**src/core/rtd_pkg.sv**
```systemverilog
// package: constants and types of the register-transfer datapath
// ==========================================================
package rtd_pkg;
	// ==========================================================
	// widths
	localparam int DATA_W = 18;
	localparam int LINE_ADDR_W = 5;
	localparam int SHIFT_SIX = 6;
	// ==========================================================
	// instruction select bit positions
	localparam int SEL_SRC_A = 10;
	localparam int SEL_SRC_B = 9;
	localparam int SEL_SRC_C = 8;
	localparam int SEL_SRC_Q = 7;
	localparam int SEL_SRC_R = 6;
	localparam int SEL_SRC_S = 5;
	localparam int SEL_DST_A = 4;
	localparam int SEL_DST_B = 3;
	localparam int SEL_DST_C = 2;
	localparam int SEL_DST_T = 1;
	// ==========================================================
	// register port offsets
	localparam logic [2:0] ADDR_A = 3'h0;
	localparam logic [2:0] ADDR_B = 3'h1;
	localparam logic [2:0] ADDR_C = 3'h2;
	localparam logic [2:0] ADDR_Q = 3'h3;
	localparam logic [2:0] ADDR_X = 3'h4;
	localparam logic [2:0] ADDR_FLAGS = 3'h5;
	// flags register field positions
	localparam int FLAG_PLUS = 0;
	localparam int FLAG_ZERO = 1;
	localparam int FLAG_EVEN = 2;
	localparam int FLAG_CB1 = 3;
	localparam int FLAG_CB2 = 4;
	localparam int FLAG_PAR = 5;
	// values after reset
	localparam logic [17:0] RESET_WORD = 18'h00000;
	localparam logic [4:0] RESET_X = 5'h00;
	// ==========================================================
	// types
	typedef enum logic [3:0] {
		pass_transfer_op = 4'h0,
		complement_transfer_op = 4'h1,
		shift_left_single_op = 4'h2,
		shift_right_single_op = 4'h3,
		shift_left_six_op = 4'h4,
		shift_right_six_op = 4'h5,
		rotate_left_single_op = 4'h6,
		rotate_right_single_op = 4'h7,
		rotate_left_six_op = 4'h8,
		rotate_right_six_op = 4'h9,
		linked_left_shift_op = 4'hA
	} rtd_op_t;
	typedef enum logic [1:0] {
		ST_IDLE = 2'h0,
		ST_LOAD = 2'h1,
		ST_WRITE = 2'h2
	} rtd_fsm_t;
	typedef struct packed {
		rtd_op_t op;
		logic [10:1] sel;
	} rtd_instr_t;
	typedef struct packed {
		logic cb1;
		logic cb2;
		logic par;
		logic [17:0] data;
	} rtd_line_t;
	typedef struct packed {
		logic wr;
		logic rd;
		logic [2:0] addr;
		logic [17:0] wdata;
	} rtd_bus_req_t;
	typedef struct packed {
		rtd_fsm_t fsm;
		rtd_instr_t ins;
		logic [17:0] a;
		logic [17:0] b;
		logic [17:0] c;
		logic [17:0] q;
		logic [4:0] x;
		rtd_line_t y;
		logic plus;
		logic zero;
		logic even;
		logic cb1;
		logic cb2;
		logic par;
		rtd_line_t rx_s1;
		rtd_line_t rx_s2;
		rtd_line_t sw_s1;
		rtd_line_t sw_s2;
		rtd_line_t tx;
		logic tx_load;
		logic transmit_clear_pulse;
		logic receive_clear_pulse;
		logic [17:0] rdata;
	} rtd_state_t;
endpackage

```
**src/core/rtd_datapath.sv**
```systemverilog
// module: register-transfer datapath with working registers, flags and line buffer hooks
//
// Strobed register access and the register offsets were left to the implementer.
`timescale 1ns/1ps
module rtd_datapath
(
	input wire logic clk,
	input wire logic rst,
	input wire logic instr_valid,
	input wire rtd_pkg::rtd_instr_t instr,
	output logic instr_ready,
	input wire rtd_pkg::rtd_line_t rx_line,
	input wire rtd_pkg::rtd_line_t switch_line,
	output logic [4:0] line_addr,
	output rtd_pkg::rtd_line_t tx_line,
	output logic tx_load,
	output logic receive_clear_pulse,
	output logic transmit_clear_pulse,
	output logic flag_plus,
	output logic flag_zero,
	output logic flag_even,
	input wire rtd_pkg::rtd_bus_req_t bus,
	output logic [17:0] rdata
);
	// ==========================================================
	// state
	rtd_pkg::rtd_state_t cur;
	rtd_pkg::rtd_state_t next_cur;
	rtd_pkg::rtd_line_t src_or;
	logic [17:0] z;
	logic line_src;

	// ==========================================================
	// operation network
	rtd_shifter u_shifter
	(
		.op(cur.ins.op),
		.y(cur.y.data),
		.link_bit(cur.b[rtd_pkg::DATA_W-1]),
		.z(z)
	);

	// ==========================================================
	// source gathering
	always_comb
	begin
		src_or = '0;
		if (cur.ins.sel[rtd_pkg::SEL_SRC_A])
		begin
			src_or.data = src_or.data | cur.a;
		end
		if (cur.ins.sel[rtd_pkg::SEL_SRC_B])
		begin
			src_or.data = src_or.data | cur.b;
		end
		if (cur.ins.sel[rtd_pkg::SEL_SRC_C])
		begin
			src_or.data = src_or.data | cur.c;
		end
		if (cur.ins.sel[rtd_pkg::SEL_SRC_Q])
		begin
			src_or.data = src_or.data | cur.q;
		end
		// receive line, registered twice, from the buffer that X addressed two cycles earlier
		if (cur.ins.sel[rtd_pkg::SEL_SRC_R])
		begin
			src_or = src_or | cur.rx_s2;
		end
		if (cur.ins.sel[rtd_pkg::SEL_SRC_S])
		begin
			src_or = src_or | cur.sw_s2;
		end
	end

	assign line_src = cur.ins.sel[rtd_pkg::SEL_SRC_R] | cur.ins.sel[rtd_pkg::SEL_SRC_S];

	// ==========================================================
	// next state
	always_comb
	begin
		next_cur = cur;
		next_cur.rx_s1 = rx_line;
		next_cur.rx_s2 = cur.rx_s1;
		next_cur.sw_s1 = switch_line;
		next_cur.sw_s2 = cur.sw_s1;
		next_cur.tx_load = 1'b0;
		next_cur.transmit_clear_pulse = 1'b0;
		next_cur.receive_clear_pulse = 1'b0;
		next_cur.rdata = '0;
		if (bus.rd)
		begin
			case (bus.addr)
				rtd_pkg::ADDR_A: next_cur.rdata = cur.a;
				rtd_pkg::ADDR_B: next_cur.rdata = cur.b;
				rtd_pkg::ADDR_C: next_cur.rdata = cur.c;
				rtd_pkg::ADDR_Q: next_cur.rdata = cur.q;
				rtd_pkg::ADDR_X: next_cur.rdata = {13'h0000, cur.x};
				rtd_pkg::ADDR_FLAGS:
				begin
					next_cur.rdata[rtd_pkg::FLAG_PLUS] = cur.plus;
					next_cur.rdata[rtd_pkg::FLAG_ZERO] = cur.zero;
					next_cur.rdata[rtd_pkg::FLAG_EVEN] = cur.even;
					next_cur.rdata[rtd_pkg::FLAG_CB1] = cur.cb1;
					next_cur.rdata[rtd_pkg::FLAG_CB2] = cur.cb2;
					next_cur.rdata[rtd_pkg::FLAG_PAR] = cur.par;
				end
				default: next_cur.rdata = '0;
			endcase
		end
		if (bus.wr)
		begin
			case (bus.addr)
				rtd_pkg::ADDR_A: next_cur.a = bus.wdata;
				rtd_pkg::ADDR_B: next_cur.b = bus.wdata;
				rtd_pkg::ADDR_C: next_cur.c = bus.wdata;
				rtd_pkg::ADDR_Q: next_cur.q = bus.wdata;
				rtd_pkg::ADDR_X: next_cur.x = bus.wdata[4:0];
				default: next_cur.x = cur.x;
			endcase
		end
		case (cur.fsm)
			rtd_pkg::ST_IDLE:
			begin
				if (instr_valid)
				begin
					next_cur.ins = instr;
					next_cur.fsm = rtd_pkg::ST_LOAD;
					// transmit buffer cleared ahead of the data
					next_cur.transmit_clear_pulse = instr.sel[rtd_pkg::SEL_DST_T];
				end
			end
			rtd_pkg::ST_LOAD:
			begin
				// zero when no source is selected
				next_cur.y = src_or;
				next_cur.fsm = rtd_pkg::ST_WRITE;
			end
			rtd_pkg::ST_WRITE:
			begin
				// flags always follow the result, even with no destination
				next_cur.plus = ~z[rtd_pkg::DATA_W-1];
				next_cur.zero = (z == 18'h00000);
				next_cur.even = ~z[0];
				if (line_src)
				begin
					next_cur.cb1 = cur.y.cb1;
					next_cur.cb2 = cur.y.cb2;
					next_cur.par = cur.y.par;
				end
				if (cur.ins.sel[rtd_pkg::SEL_DST_A])
				begin
					next_cur.a = z;
				end
				if (cur.ins.sel[rtd_pkg::SEL_DST_B])
				begin
					next_cur.b = z;
				end
				if (cur.ins.sel[rtd_pkg::SEL_DST_C])
				begin
					next_cur.c = z;
				end
				if (cur.ins.sel[rtd_pkg::SEL_DST_T])
				begin
					next_cur.tx.data = z;
					next_cur.tx.cb1 = line_src ? cur.y.cb1 : cur.cb1;
					next_cur.tx.cb2 = line_src ? cur.y.cb2 : cur.cb2;
					next_cur.tx.par = line_src ? cur.y.par : cur.par;
					next_cur.tx_load = 1'b1;
				end
				// receive buffer released once its data is in Y
				next_cur.receive_clear_pulse = cur.ins.sel[rtd_pkg::SEL_SRC_R];
				next_cur.fsm = rtd_pkg::ST_IDLE;
			end
			default:
			begin
				next_cur.fsm = rtd_pkg::ST_IDLE;
			end
		endcase
	end

	always_ff @(posedge clk or posedge rst)
	begin
		if (rst)
		begin
			cur <= '0;
			cur.fsm <= rtd_pkg::ST_IDLE;
			cur.a <= rtd_pkg::RESET_WORD;
			cur.b <= rtd_pkg::RESET_WORD;
			cur.c <= rtd_pkg::RESET_WORD;
			cur.q <= rtd_pkg::RESET_WORD;
			cur.x <= rtd_pkg::RESET_X;
		end
		else
		begin
			cur <= next_cur;
		end
	end

	// ==========================================================
	// outputs
	assign instr_ready = (cur.fsm == rtd_pkg::ST_IDLE);
	assign line_addr = cur.x;
	assign tx_line = cur.tx;
	assign tx_load = cur.tx_load;
	assign receive_clear_pulse = cur.receive_clear_pulse;
	assign transmit_clear_pulse = cur.transmit_clear_pulse;
	assign flag_plus = cur.plus;
	assign flag_zero = cur.zero;
	assign flag_even = cur.even;
	assign rdata = cur.rdata;

	logic accept;
	logic bus_wr_a;
	assign accept = instr_valid & instr_ready;
	assign bus_wr_a = bus.wr & (bus.addr == rtd_pkg::ADDR_A);
endmodule

```
**src/core/rtd_shifter.sv**
```systemverilog
// module: operation network between the intermediate register and the result drivers
`timescale 1ns/1ps
module rtd_shifter
(
	input wire rtd_pkg::rtd_op_t op,
	input wire logic [17:0] y,
	input wire logic link_bit,
	output logic [17:0] z
);
	localparam int W = rtd_pkg::DATA_W;
	localparam int S6 = rtd_pkg::SHIFT_SIX;

	always_comb
	begin
		case (op)
			rtd_pkg::pass_transfer_op:
				z = y;
			rtd_pkg::complement_transfer_op:
				z = ~y;
			rtd_pkg::shift_left_single_op:
				z = {y[W-2:0], 1'b0};
			rtd_pkg::shift_right_single_op:
				z = {1'b0, y[W-1:1]};
			rtd_pkg::shift_left_six_op:
				z = {y[W-S6-1:0], 6'h00};
			rtd_pkg::shift_right_six_op:
				z = {6'h00, y[W-1:S6]};
			rtd_pkg::rotate_left_single_op:
				z = {y[W-2:0], y[W-1]};
			rtd_pkg::rotate_right_single_op:
				z = {y[0], y[W-1:1]};
			rtd_pkg::rotate_left_six_op:
				z = {y[W-S6-1:0], y[W-1:W-S6]};
			rtd_pkg::rotate_right_six_op:
				z = {y[S6-1:0], y[W-1:S6]};
			rtd_pkg::linked_left_shift_op:
				z = {y[W-2:0], link_bit};
			default:
				z = y;
		endcase
	end
endmodule

```
**config.mk**
```make
export PLATFORM = sky130hd
export DESIGN_NAME = rtd_datapath
export DESIGN_NICKNAME = d
export VERILOG_FILES = /design/src/core/rtd_pkg.sv /design/src/core/rtd_datapath.sv /design/src/core/rtd_shifter.sv
export SDC_FILE = /design/constraint.sdc
export NUM_CORES = 1
export LEC_CHECK = 0
export ABC_AREA = 1
export BUFFER_PORTS_ARGS = -buffer_cell sky130_fd_sc_hd__buf_2
export CORE_MARGIN = 2
export CORE_UTILIZATION = 45
export DETAILED_ROUTE_END_ITERATION = 10
export GPL_TIMING_DRIVEN = 0
export HOLD_SLACK_MARGIN = 0.03
export PLACE_DENSITY = 0.74
export SKIP_CTS_REPAIR_TIMING = 1
export SYNTH_ARGS = -nofsm -noshare
export SYNTH_HDL_FRONTEND = slang
export SYNTH_SLANG_ARGS = --single-unit
```
**constraint.sdc**
```tcl
create_clock -name clk -period 14.5 [get_ports clk]
set_input_delay 2.9 -clock clk [delete_from_list [all_inputs] [get_ports clk]]
set_output_delay 2.9 -clock clk [all_outputs]
set_load 0.01 [all_outputs]
```
### Word level (Yosys, flattened, before mapping)

Cells that the tools add are included.

* add/sub/neg operators: 0
* $mul: 0
* divide/modulo/power cells: 0
* $lt $le $gt $ge: 0
* equal/unequal tests: 18
* shifts and indexed selects: 0
* multiplexer cells: 30
* bitwise logic cells: 9
* reduce and logical (&&, ||, !) cells: 8

Operator list (number)
* 18-bit 2-to-1 mux: 12
* 18-bit one-hot mux with 10 select lines: 1
* 77-bit 2-to-1 mux: 1
* 54-bit 2-to-1 mux: 1
* 18-bit OR: 3
* 12-bit one-hot mux with 4 select lines: 1
* 21-bit 2-to-1 mux: 2
* 6-bit one-hot mux with 6 select lines: 1
* 18-bit by 21-bit OR with 21-bit output: 1
* 21-bit OR: 1
* 18-bit zero test: 1
* 18-bit NOT: 1
* 4-bit by 3-bit equality test with 1-bit output, second input constant: 4
* 16-bit 2-to-1 mux: 1
* 4-bit equality test, second input constant: 3
* 2-bit AND reduction: 5
* 4-bit by 2-bit equality test with 1-bit output, second input constant: 2
* 1-bit 2-to-1 mux: 8
* 3-bit by 2-bit equality test with 1-bit output, second input constant: 2
* 3-bit equality test, second input constant: 2
* 5-bit 2-to-1 mux: 1
* 4-bit by 1-bit equality test with 1-bit output, second input constant: 1
* 2-bit one-hot mux with 2 select lines: 1
* 3-bit by 1-bit equality test with 1-bit output, second input constant: 1
* other kinds (7): 8

* register bits: 246
* latch bits: 0
* RAM bits: 0
* ROM bits: 0
* input port bits: 82
* output and inout bits: 51
* memories kept: 0

### Logic depth before layout (Yosys ltp)

Gate-level depths: netlist (run 1).

* depth after elaboration: 11
* gate-level depth with buffers: 16
* depth with buffers taken out: 14

### By module

From an unflattened synthesis (run 1), not the netlist that was laid out.

* cell total of the unflattened synthesis: 1603
* area, all modules: 12253.0 sq um

Modules (own cells, without submodules)
* rtd_datapath: instances 1, cells an instance 1227, area an instance 10670.2 sq um, sequential area each 6155.9 sq um
* rtd_shifter: instances 1, cells an instance 376, area an instance 1582.8 sq um, sequential area each 0.0 sq um

### Worst setup path after synthesis (run 1)

No wires, ideal clock.

* kind: input -> register
* from: input port bus[20] (netlist name)
* to: register cur[185] (netlist name)
* setup time: 0.133 ns
* arrival: 3.993 ns
* required time: 14.367 ns
* path slack: 10.374 ns
* stages: 8
* path through: buf_2 nor2_1 nand2_1 inv_2 nand2_1 clkbuf_1 a211oi_1 a21oi_1

RTL lines
* start: declaration: RTL line rtd_datapath.sv:22 `input wire rtd_pkg::rtd_bus_req_t bus,`
* end signal: assignment: RTL line rtd_datapath.sv:195 `cur <= next_cur;`
* end: declaration: RTL line rtd_datapath.sv:27 `rtd_pkg::rtd_state_t cur;`

### Worst setup path in the final report (run 1)

* from: input port bus[20] (netlist name)
* to: register cur[164] (netlist name)

* word-level cells in the longest chain between the ends: 2

Ends and longest elaborated chain
* 3-bit by 2-bit equality test with 1-bit output: RTL line rtd_datapath.sv:112 `case (bus.addr)`
* 2-bit AND reduction (no source line)

Every way passes these cells.
A chain may end at the register's enable or synchronous reset.

==> results.py, run 1 <==
metrics = {
    "sta": {
        "rsz0062_at_grt": "no",
        "setup_viol": 0,
        "fin_setup_tns_ns": 0,
        "worstMarginPinSlew_ns": 0.899,
        "hold_viol_final": 0,
        "fin_crit_ns": 4.66,
        "slew_viol_final": 0,
        "period_share": 0.322,
        "max_freq_mhz": 214,
        "skew_ns": 0.0136,
        "slew_headroom": 0.400,
    },
    "power_and_ir_drop": {
        "power.total_uw": 2590,
        "ir_drop_uv": 88.1,
        "powerDensity_nw_per_um2": 197,
        "power.leakage_uw": 0.00645,
    },
    "critical_path": {
        "arrival_ns": 5.10,
        "ff2ff_path_depth": 6,
        "crit_type": "primary input to flip-flop",
        "start_kind": "primary input",
        "cp_num_buf_inv": 3,
        "cp_cell_sequence": "buf_2 -> nor2_1 -> nand2_1 -> clkinv_1 -> nand2_1 -> clkbuf_1 -> nand2_1 -> o21ai_0",
        "critical_path.max_stage_delay_ns": 0.63,
        "worst_path_max_delay_cell": "clkbuf_1",
        "cp.required_ns": 14.94,
        "regToRegEndpoint": "cur[204]",
        "rrSetupSlack_ns": 12.11,
        "r2r_start": "cur[244]",
        "critPathMaxFanout": 10,
        "cp_top_family": "buffers and inverters",
        "endpoint_kind": "flip-flop",
        "path_common_cell": "nand2_1",
    },
    "logic_synthesis": {
        "synth_compound_area_frac": 0.169,
        "yosysUniqueCellTypes": 29,
        "synth.area.top_cells": "dfrtp_1 56%, nand2_1 12%, nor2_1 4.5%",
        "synth_top_family_by_area": "simple AND/OR/NAND/NOR gates",
        "synth_seq_cells": 246,
        "synthesis.area_um2": 11100,
        "syn_avg_cell_area_um2": 8.62,
        "ys_seq_area_frac": 0.556,
        "synth-xor-area-share": 0,
        "synth_mux_area_frac": 0,
        "synthAdderAreaFrac": 0,
        "synth_simple_gate_area_frac": 0.188,
        "syn_nets": 1366,
        "synthCells": 1284,
        "yosysTopAreaCell": "dfrtp_1",
        "yosys_warnings": 0,
        "synth_top_area_share": 0.556,
    },
    "clocking": {
        "clk_pin_slew_ns": 0.06,
        "clock_latency_ns": 0.53,
        "cts_tree": "done",
        "cts_buffers": 26,
        "cts.sink_count": 246,
        "cts_root_buf": "clkbuf_16",
        "htreeDepth": 1,
        "ctsLongestPathBuffers": 3,
    },
    "final_layout": {
        "utilization": 0.541,
        "nNetsFinal": 1525,
        "multi_input_area_um2": 3950,
        "final_cells": 1787,
        "syn2layout_area_growth_pct": 18.4,
        "num_antenna_cells": 0,
        "seq_area_um2": 6160,
        "num-fill-cells": 2225,
        "layout-drive-gt1-share": 0.174,
    },
    "grt": {
        "grt_pass1_vias": 9889,
        "grt_usage": 0.278,
        "grt_pass1_wl_um": 55200,
        "grt_antenna_before_repair": 1,
        "grt_max_degree": 133,
        "overflow": 0,
    },
    "min_path": {
        "holdPathEnd": "cur[46]",
        "hold_depth": 0,
        "hp-start": "cur[67]",
        "hp-class": "flip-flop to flip-flop",
    },
    "floorplanning": {
        "dieArea_um2": 25900,
        "fp.dieW_um": 161,
        "core.rowCount": 57,
        "initial_utilization": 0.457,
        "core_um2": 24200,
        "io_pins": 133,
        "die_height_um": 161,
    },
    "drt": {
        "drcViolationCount": 0,
        "avgRoutedWirePerCell_um": 20.4,
        "vias": 10300,
        "postRouteWirelength_um": 36400,
        "drt-initial-drc-count": 1435,
        "dr.pass1.iters": 8,
        "viasPerCell": 5.75,
        "postRouteAntennaNets": 0,
    },
    "placement": {
        "io_buffer_count": 130,
        "dp_cells": 1739,
        "globalplace.congestion": 1.00,
        "post-dp-hpwl_um": 24700,
    },
    "job": {
        "cap_violations": 0,
    },
    "run_status": {
        "status": "finished, final reports clean",
    },
}
==> logic make-up (layout without fill, tap and decap cells) <==
family,Yosys count,in the layout
AO/OA/AOI/OAI,307,307
buffers and inverters,201,380
flip-flops,246,246
AND/OR/NAND/NOR,530,530
==> cell usage in the layout (no fill, tap or decap), drive strengths merged <==
cell	count
nand2	349
dfrtp	246
buf	198
nor2	138
o21ai	97
inv	93
a21oi	92
clkbuf	68
a211oi	51
nand3	35
a221oi	29
clkinv	15
a22oi	14
a41oi	10
nand4	7
a31oi	6
bufinv	6
o22ai	3
o211ai	3
o21bai	1
a32oi	1
nor3	1
==> through the flow <==
| step | hold slack (ns) | setup slack (ns) | cell area, µm² |
|---|---|---|---|
| 2_1_floorplan | 0.331 | 4.84 | 11100 |
| 3_3_place_gp | 0.331 | 2.44 | 12100 |
| 3_5_place_dp | 0.335 | 9.51 | 12200 |
| 4_1_cts | 0.339 | 10.01 | 13100 |
| 5_1_grt | 0.351 | 9.78 | 13100 |
| 6_report | 0.346 | 9.84 | 13100 |
==> worst max-delay path by stage <==
stage / cells past startpoint / start / slack [ns] / end
CTS: 8 / bus[20] / 10.01 / cur[164]
global route: 8 / bus[20] / 9.78 / cur[174]
global placement: 2 / rst / 2.44 / rdata[12]
detailed placement: 8 / bus[20] / 9.51 / cur[159]
finish: 8 / bus[20] / 9.84 / cur[164]
floorplan: 1 / rst / 4.84 / cur[100]
==> worst register-to-register path, cell delays in order, from the launching register on <==
cell and delay, ns:
dfrtp_1 0.40, nor2_1 0.24, inv_1 0.14, buf_2 0.21, nor2_1 0.52, clkbuf_1 0.54
a21oi_1 0.18
==> layer usage <==
| layer | vias to the layer above | part of all wire | global-route usage |
|---|---|---|---|
| met1 | 4838 | 0.39 | 0.372 |
| met5 | - | 0.00036 | 0 |
| met2 | 736 | 0.44 | 0.420 |
| met3 | 164 | 0.12 | 0.0767 |
| met4 | 2 | 0.052 | 0.132 |
| li1 | 4529 | - | - |
==> area by class of cell <==
cell class | instances | area share
Sequential cell | 246 | 0.469
Multi-Input combinational cell | 837 | 0.301
Clock buffer | 30 | 0.0531
Timing Repair Buffer | 131 | 0.0517
Buffer | 105 | 0.0463
Tap cell | 324 | 0.0309
Inverter | 96 | 0.0280
Clock inverter | 18 | 0.0194
==> sequential cells by signal, indices dropped and copies added (netlist names) <==
signal	count
transmit_clear_pulse	1
flag_even	1
flag_plus	1
line_addr	5
tx_line	21
receive_clear_pulse	1
cur	196
rdata	18
tx_load	1
flag_zero	1
==> report_power, final <==
group          switching [µW]  total, µW  leakage, µW  internal [µW]
sequential                169       1030      0.00294            864
combinational             529        819      0.00303            290
clock                     283        735     0.000477            453
==> cells in the mapped netlist <==
cell type and count:
a211oi_1 51, buf_2 14, o21ai_0 96, nand2_2 2
o21bai_1 1, a221oi_1 29, buf_6 3, nand3_1 35
a22oi_1 14, nor2_4 1, inv_2 5, o21ai_2 1
nand4_1 7, a31oi_1 6, a41oi_1 10, a32oi_1 1
a21oi_1 92, clkbuf_1 38, buf_1 4, nand2_1 347
nor2_2 5, nor2_1 132, inv_1 87, clkinv_1 4
o22ai_1 3, dfrtp_1 246, buf_4 46, o211ai_1 3
nor3_1 1
No activity file was read; power rests on OpenSTA's default activity.
==> run 2: changes to the inputs <==
clock period = 4.3 ns   (was 14.5 ns; I/O delays follow)
==> run 2 against run 1 <==
  * Critical path depth is 1 lower
  * Non-clock buffer count increased by 4
  * Die area unchanged
  * Clock power increased to 3.1 times the previous value
  * First-iteration DRC count fell by 0.98%
  * Register-to-register slack worse by 10 ns
  * Global-route usage rose by 0.56 points
  * Critical path type unchanged
  * Largest cell class unchanged
==> results.py, run 2 (synthesized netlist as in run 1, its figures left out) <==
metrics = {
    "power_and_ir_drop": {
        "internal_power_uw": 5250,
        "p_clk_frac": 0.266,
        "ir_drop_uv": 307,
        "p_sw_uw": 3280,
        "power.leakage_uw": 0.00643,
        "p_seq_frac": 0.409,
        "p_comb_frac": 0.325,
        "power.total_uw": 8530,
        "powerDensity_nw_per_um2": 651,
        "sw_frac_of_total": 0.385,
    },
    "critical_path": {
        "cp.required_ns": 4.68,
        "ff2ff_path_depth": 6,
        "arrival_ns": 2.97,
        "rrSetupSlack_ns": 1.96,
        "crit_type": "primary input to flip-flop",
        "cp_cell_sequence": "buf_2 -> nor2_1 -> nand2_1 -> clkinv_1 -> nand2_1 -> clkbuf_1 -> o21ai_0",
        "path_common_cell": "nand2_1",
        "critical_path.max_stage_delay_ns": 0.59,
        "regToRegEndpoint": "cur[207]",
        "critPathMaxFanout": 10,
        "endpoint_kind": "flip-flop",
        "start_kind": "primary input",
        "worst_path_max_delay_cell": "clkbuf_1",
        "r2r_start": "cur[244]",
    },
    "sta": {
        "fin_hold_ws_ns": 0.346,
        "fin_crit_ns": 2.59,
        "hold_viol_final": 0,
        "worstMarginPinSlew_ns": 0.862,
        "period_share": 0.602,
        "slew_viol_final": 0,
        "setup_viol": 0,
        "slew_headroom": 0.425,
        "rsz0062_at_grt": "no",
        "max_freq_mhz": 386,
        "skew_ns": 0.0125,
    },
    "placement": {
        "dp_cells": 1743,
        "globalplace.congestion": 0.979,
        "post-dp-hpwl_um": 25600,
        "io_buffer_count": 130,
    },
    "final_layout": {
        "num_antenna_cells": 0,
        "top_register": "cur",
        "largest_reg_flops": 196,
        "syn2layout_area_growth_pct": 18.3,
        "seq_area_um2": 6160,
        "nNetsFinal": 1529,
        "mostFrequentLayoutCell": "nand2_1",
        "layout-drive-gt1-share": 0.174,
        "multi_input_area_um2": 3950,
        "final_cells": 1789,
        "num-fill-cells": 2277,
        "layout_common_cells": "347 x nand2_1, 246 x dfrtp_1, 144 x buf_2",
    },
    "grt": {
        "grt_pass1_wl_um": 56000,
        "grt_antenna_before_repair": 0,
        "grt_pass1_vias": 9817,
        "grt_max_degree": 47,
        "overflow": 0,
        "grt_usage": 0.283,
    },
    "drt": {
        "drt-initial-drc-count": 1421,
        "postRouteAntennaNets": 0,
        "drcViolationCount": 0,
        "postRouteWirelength_um": 36800,
        "dr.pass1.iters": 6,
        "viasPerCell": 5.67,
        "avgRoutedWirePerCell_um": 20.6,
        "vias": 10200,
    },
    "floorplanning": {
        "dieArea_um2": 25900,
        "io_pins": 133,
        "die_height_um": 161,
        "initial_utilization": 0.457,
        "core_um2": 24200,
        "fp.dieW_um": 161,
        "core.rowCount": 57,
    },
    "clocking": {
        "cts_root_buf": "clkbuf_16",
        "clock_latency_ns": 0.53,
        "htreeDepth": 1,
        "cts_buffers": 26,
        "ctsLongestPathBuffers": 3,
        "cts_tree": "done",
        "cts.sink_count": 246,
        "clk_pin_slew_ns": 0.06,
    },
    "min_path": {
        "holdPathEnd": "cur[96]",
        "hold_depth": 0,
        "hp-class": "flip-flop to flip-flop",
        "hp-start": "cur[117]",
    },
    "run_status": {
        "status": "finished, final reports clean",
    },
    "job": {
        "cap_violations": 0,
    },
}
==> run 2: cell count changes in the layout (fill, tap and decap cells not counted), sizes merged <==
cell      change
bufinv        -4
inv           -1
clkinvlp      +2
buf           +4
clkinv        -5
clkbuf        +6
==> run 2: through the flow <==
stage                     setup TNS (ns)  cell area [µm²]  setup WS, ns   util
after detailed placement               0            12200          1.33  0.505
after CTS                              0            13100          1.88  0.540
final                                  0            13100          1.71  0.540
after floorplan                        0            11100         0.208      -
after global routing                   0            13100          1.69  0.540
after global placement           -263.09            12100         -1.09  0.500
==> run 2: worst max-delay path: cells and delay by family <==
family                 cells  cell delay (ns)
and+or+nand+nor            3             0.77
buffers and inverters      3             1.15
AOI/OAI and AO/OA          1             0.18
==> run 2: metal layers <==
layer	vias to the layer above	GRT usage	share of wire
met4	0	0.116	0.042
met1	4794	0.380	0.40
met5	-	0	0
li1	4546	-	-
met3	140	0.0705	0.11
met2	670	0.442	0.45
==> run 2: area by class of cell <==
| cell class | instances | share of cell area |
|---|---|---|
| multi-input combinational | 837 | 0.302 |
| inverter | 96 | 0.0278 |
| sequential | 246 | 0.470 |
| clock buffer | 36 | 0.0580 |
| timing repair buffer | 135 | 0.0573 |
| clock inverter | 10 | 0.00812 |
| buffer | 105 | 0.0463 |
| tap | 324 | 0.0309 |
==> run 2: power groups by stage <==
stage               logic, µW  registers (µW)  clock network (µW)
floorplan                1810            3280                   0
global placement         2630            3480                   0
detailed placement       2680            3490                   0
CTS                      2700            3450                2290
global route             3020            3540                2390
finish                   2770            3490                2270
==> run 2: worst max path at each step <==
| stage | end | cells past startpoint | startpoint |
|---|---|---|---|
| finish | cur[162] | 7 | bus[20] |
| global route | cur[172] | 7 | bus[20] |
| CTS | cur[162] | 7 | bus[20] |
| detailed placement | cur[162] | 7 | bus[20] |
| global placement | tx_line[9] | 2 | rst |
| floorplan | cur[100] | 1 | rst |
==> run 3: changes to the inputs <==
ABC_AREA = 0   (was 1)
clock period = 2.4 ns   (was 4.3 ns; I/O delays follow)
==> run 3 against run 2 <==
  * The run now ends with negative setup slack left
  * Via count decreased by 5.7%
  * Critical path type is now flip-flop to flip-flop
  * Sequential power increased by 78%
  * Synthesized cell count decreased by 16%
  * Non-clock buffer count increased by 62
==> results.py, run 3 <==
metrics = {
    "logic_synthesis": {
        "synth_common_cells": "246 x dfrtp_1, 113 x nand2_1, 83 x o21ai_0, 73 x mux2_2, 64 x a21oi_1",
        "yosys_warnings": 0,
        "syn_avg_cell_area_um2": 10.6,
        "synthesis.area_um2": 11400,
        "ys_seq_area_frac": 0.539,
        "synth_top_area_share": 0.539,
        "syn_nets": 1155,
        "yosysTopAreaCell": "dfrtp_1",
        "yosysUniqueCellTypes": 65,
        "synth.area.top_cells": "dfrtp_1 54%, mux2_2 7.2%, mux2i_1 4.0%",
        "async_flop_share": 1.00,
        "synth_seq_cells": 246,
        "synth-edff-count": 0,
        "ys.flop_type": "dfrtp_1",
        "synthCells": 1073,
        "yosys.cell_count.top_type": "dfrtp_1",
    },
    "drt": {
        "avgRoutedWirePerCell_um": 22.4,
        "postRouteAntennaNets": 0,
        "drcViolationCount": 0,
        "viasPerCell": 5.90,
        "postRouteWirelength_um": 36400,
        "dr.pass1.iters": 6,
        "drt-initial-drc-count": 1072,
        "met2_length_um": 15900,
        "wl_met1_um": 14900,
        "vias": 9571,
        "top_layer_used": "met5",
        "wl_met3_um": 3820,
    },
    "critical_path": {
        "cp_top_family": "simple AND/OR/NAND/NOR gates",
        "critPathMaxFanout": 7,
        "cp_num_buf_inv": 2,
        "start_kind": "flip-flop",
        "arrival_ns": 2.94,
        "cp_cell_sequence": "buf_6 -> buf_8 -> a31oi_4 -> nor2_1 -> a2111o_1 -> or3_1 -> or4_4 -> o31ai_2",
        "worst_path_max_delay_cell": "a2111o_1",
        "r2r_start": "cur[242]",
        "critical_path.max_stage_delay_ns": 0.48,
        "cp-startpoint": "cur[242]",
        "crit_type": "flip-flop to flip-flop",
        "cp.required_ns": 2.84,
        "endpoint_kind": "flip-flop",
    },
    "sta": {
        "period_share": 1.04,
        "skew_ns": 0.0296,
        "setup_viol": 2,
        "worstMarginPinSlew_ns": 0.907,
        "max_freq_mhz": 400,
        "fin_setup_tns_ns": -0.112,
        "fin_hold_ws_ns": 0.0365,
        "fin_crit_ns": 2.50,
        "timing.final.ws_setup_ns": -0.0992,
        "hold_viol_final": 0,
        "rsz0062_at_grt": "yes",
        "slew_headroom": 0.395,
        "slew_viol_final": 0,
    },
    "grt": {
        "grt_antenna_before_repair": 2,
        "grt_pass1_vias": 8936,
        "overflow": 0,
        "grt_usage": 0.268,
        "grt_pass1_wl_um": 53900,
        "grt_max_degree": 47,
    },
    "final_layout": {
        "largest_reg_flops": 196,
        "nNetsFinal": 1355,
        "num_antenna_cells": 0,
        "top_register": "cur",
        "syn2layout_area_growth_pct": 22.8,
        "mostFrequentLayoutCell": "dfrtp_1",
        "layout-drive-gt1-share": 0.313,
        "final_cells": 1623,
        "layout_common_cells": "244 x dfrtp_1, 138 x buf_2, 113 x nand2_1",
    },
    "run_status": {
        "violations": "negative setup slack",
        "status": "finished, violations left",
    },
    "clocking": {
        "cts_buffers": 26,
        "ctsLongestPathBuffers": 3,
        "cts.sink_count": 246,
        "cts_root_buf": "clkbuf_16",
        "clk_pin_slew_ns": 0.06,
        "htreeDepth": 1,
        "clock_latency_ns": 0.55,
        "cts_tree": "done",
    },
    "floorplanning": {
        "io_pins": 133,
        "die_height_um": 163,
        "core.rowCount": 58,
        "dieArea_um2": 26700,
        "fp.dieW_um": 163,
        "initial_utilization": 0.456,
        "core_um2": 25000,
    },
    "power_and_ir_drop": {
        "powerDensity_nw_per_um2": 1190,
        "ir_drop_uv": 639,
        "power.leakage_uw": 0.00620,
    },
    "placement": {
        "post-dp-hpwl_um": 25400,
        "dp_cells": 1541,
        "globalplace.congestion": 1.03,
        "io_buffer_count": 132,
    },
    "min_path": {
        "hp-class": "primary input to asynchronous set/reset pin",
    },
    "job": {
        "cap_violations": 0,
    },
}
-- run 3: cell types whose count changed in the layout (fill, tap and decap cells not counted), moves of 35 or more --
cell	change
mux2_2	+72
nand2_1	-234
inv_1	-81
mux2i_1	+46
a21oi_1	-35
nor2_1	-76
-- run 3: report_power, final --
group	internal [µW]	leakage (µW)	switching, µW	total (µW)
Sequential	5230	0.00293	984	6220
Clock	2270	0.000420	1730	4000
Combinational	2810	0.00286	3710	6520
-- run 3: final timing paths --
kind | to | slack, ns | depth (start not counted)
worst min-delay path | cur[243] | 0.04 | 2
worst max-delay path | flag_zero | -0.1 | 8
worst max register to register | flag_zero | -0.1 | 8
max in group asynchronous | rdata[17] | 1.24 | 5
min in group clk | cur[111] | 0.04 | 1
worst min register to register | cur[43] | 0.34 | 0
-- run 3: through the flow --
stage	utilization	setup slack (ns)	power, µW	cell area [µm²]
2_1_floorplan	-	-1.31	9670	11400
3_3_place_gp	0.499	-2.68	11700	12500
3_5_place_dp	0.504	-0.531	11800	12600
4_1_cts	0.538	-0.536	15800	13500
5_1_grt	0.560	-0.191	17500	14000
6_report	0.560	-0.0992	16700	14000
-- run 3: cell families after synthesis --
group	Yosys count	synth area share
AOI/OAI and AO/OA	299	0.170
xor gates and xnor gates	2	0.00153
buffers and inverters	140	0.0667
DFF	246	0.539
muxes	120	0.114
and+or+nand+nor	266	0.108
-- run 3: cell type report --
class	instances	area, µm²
Clock inverter	19	189
Timing Repair Buffer	175	1070
Sequential cell	246	6160
Inverter	10	51.3
Clock buffer	29	672
Tap cell	330	413
Multi-Input combinational cell	687	4720
Buffer	127	753
Fill cell	2188	11000
-- run 3: metal layers --
metal | vias up | track usage
met5 | - | 0
met4 | 2 | 0.119
met3 | 122 | 0.0472
met2 | 593 | 0.397
met1 | 4639 | 0.387
li1 | 4215 | -
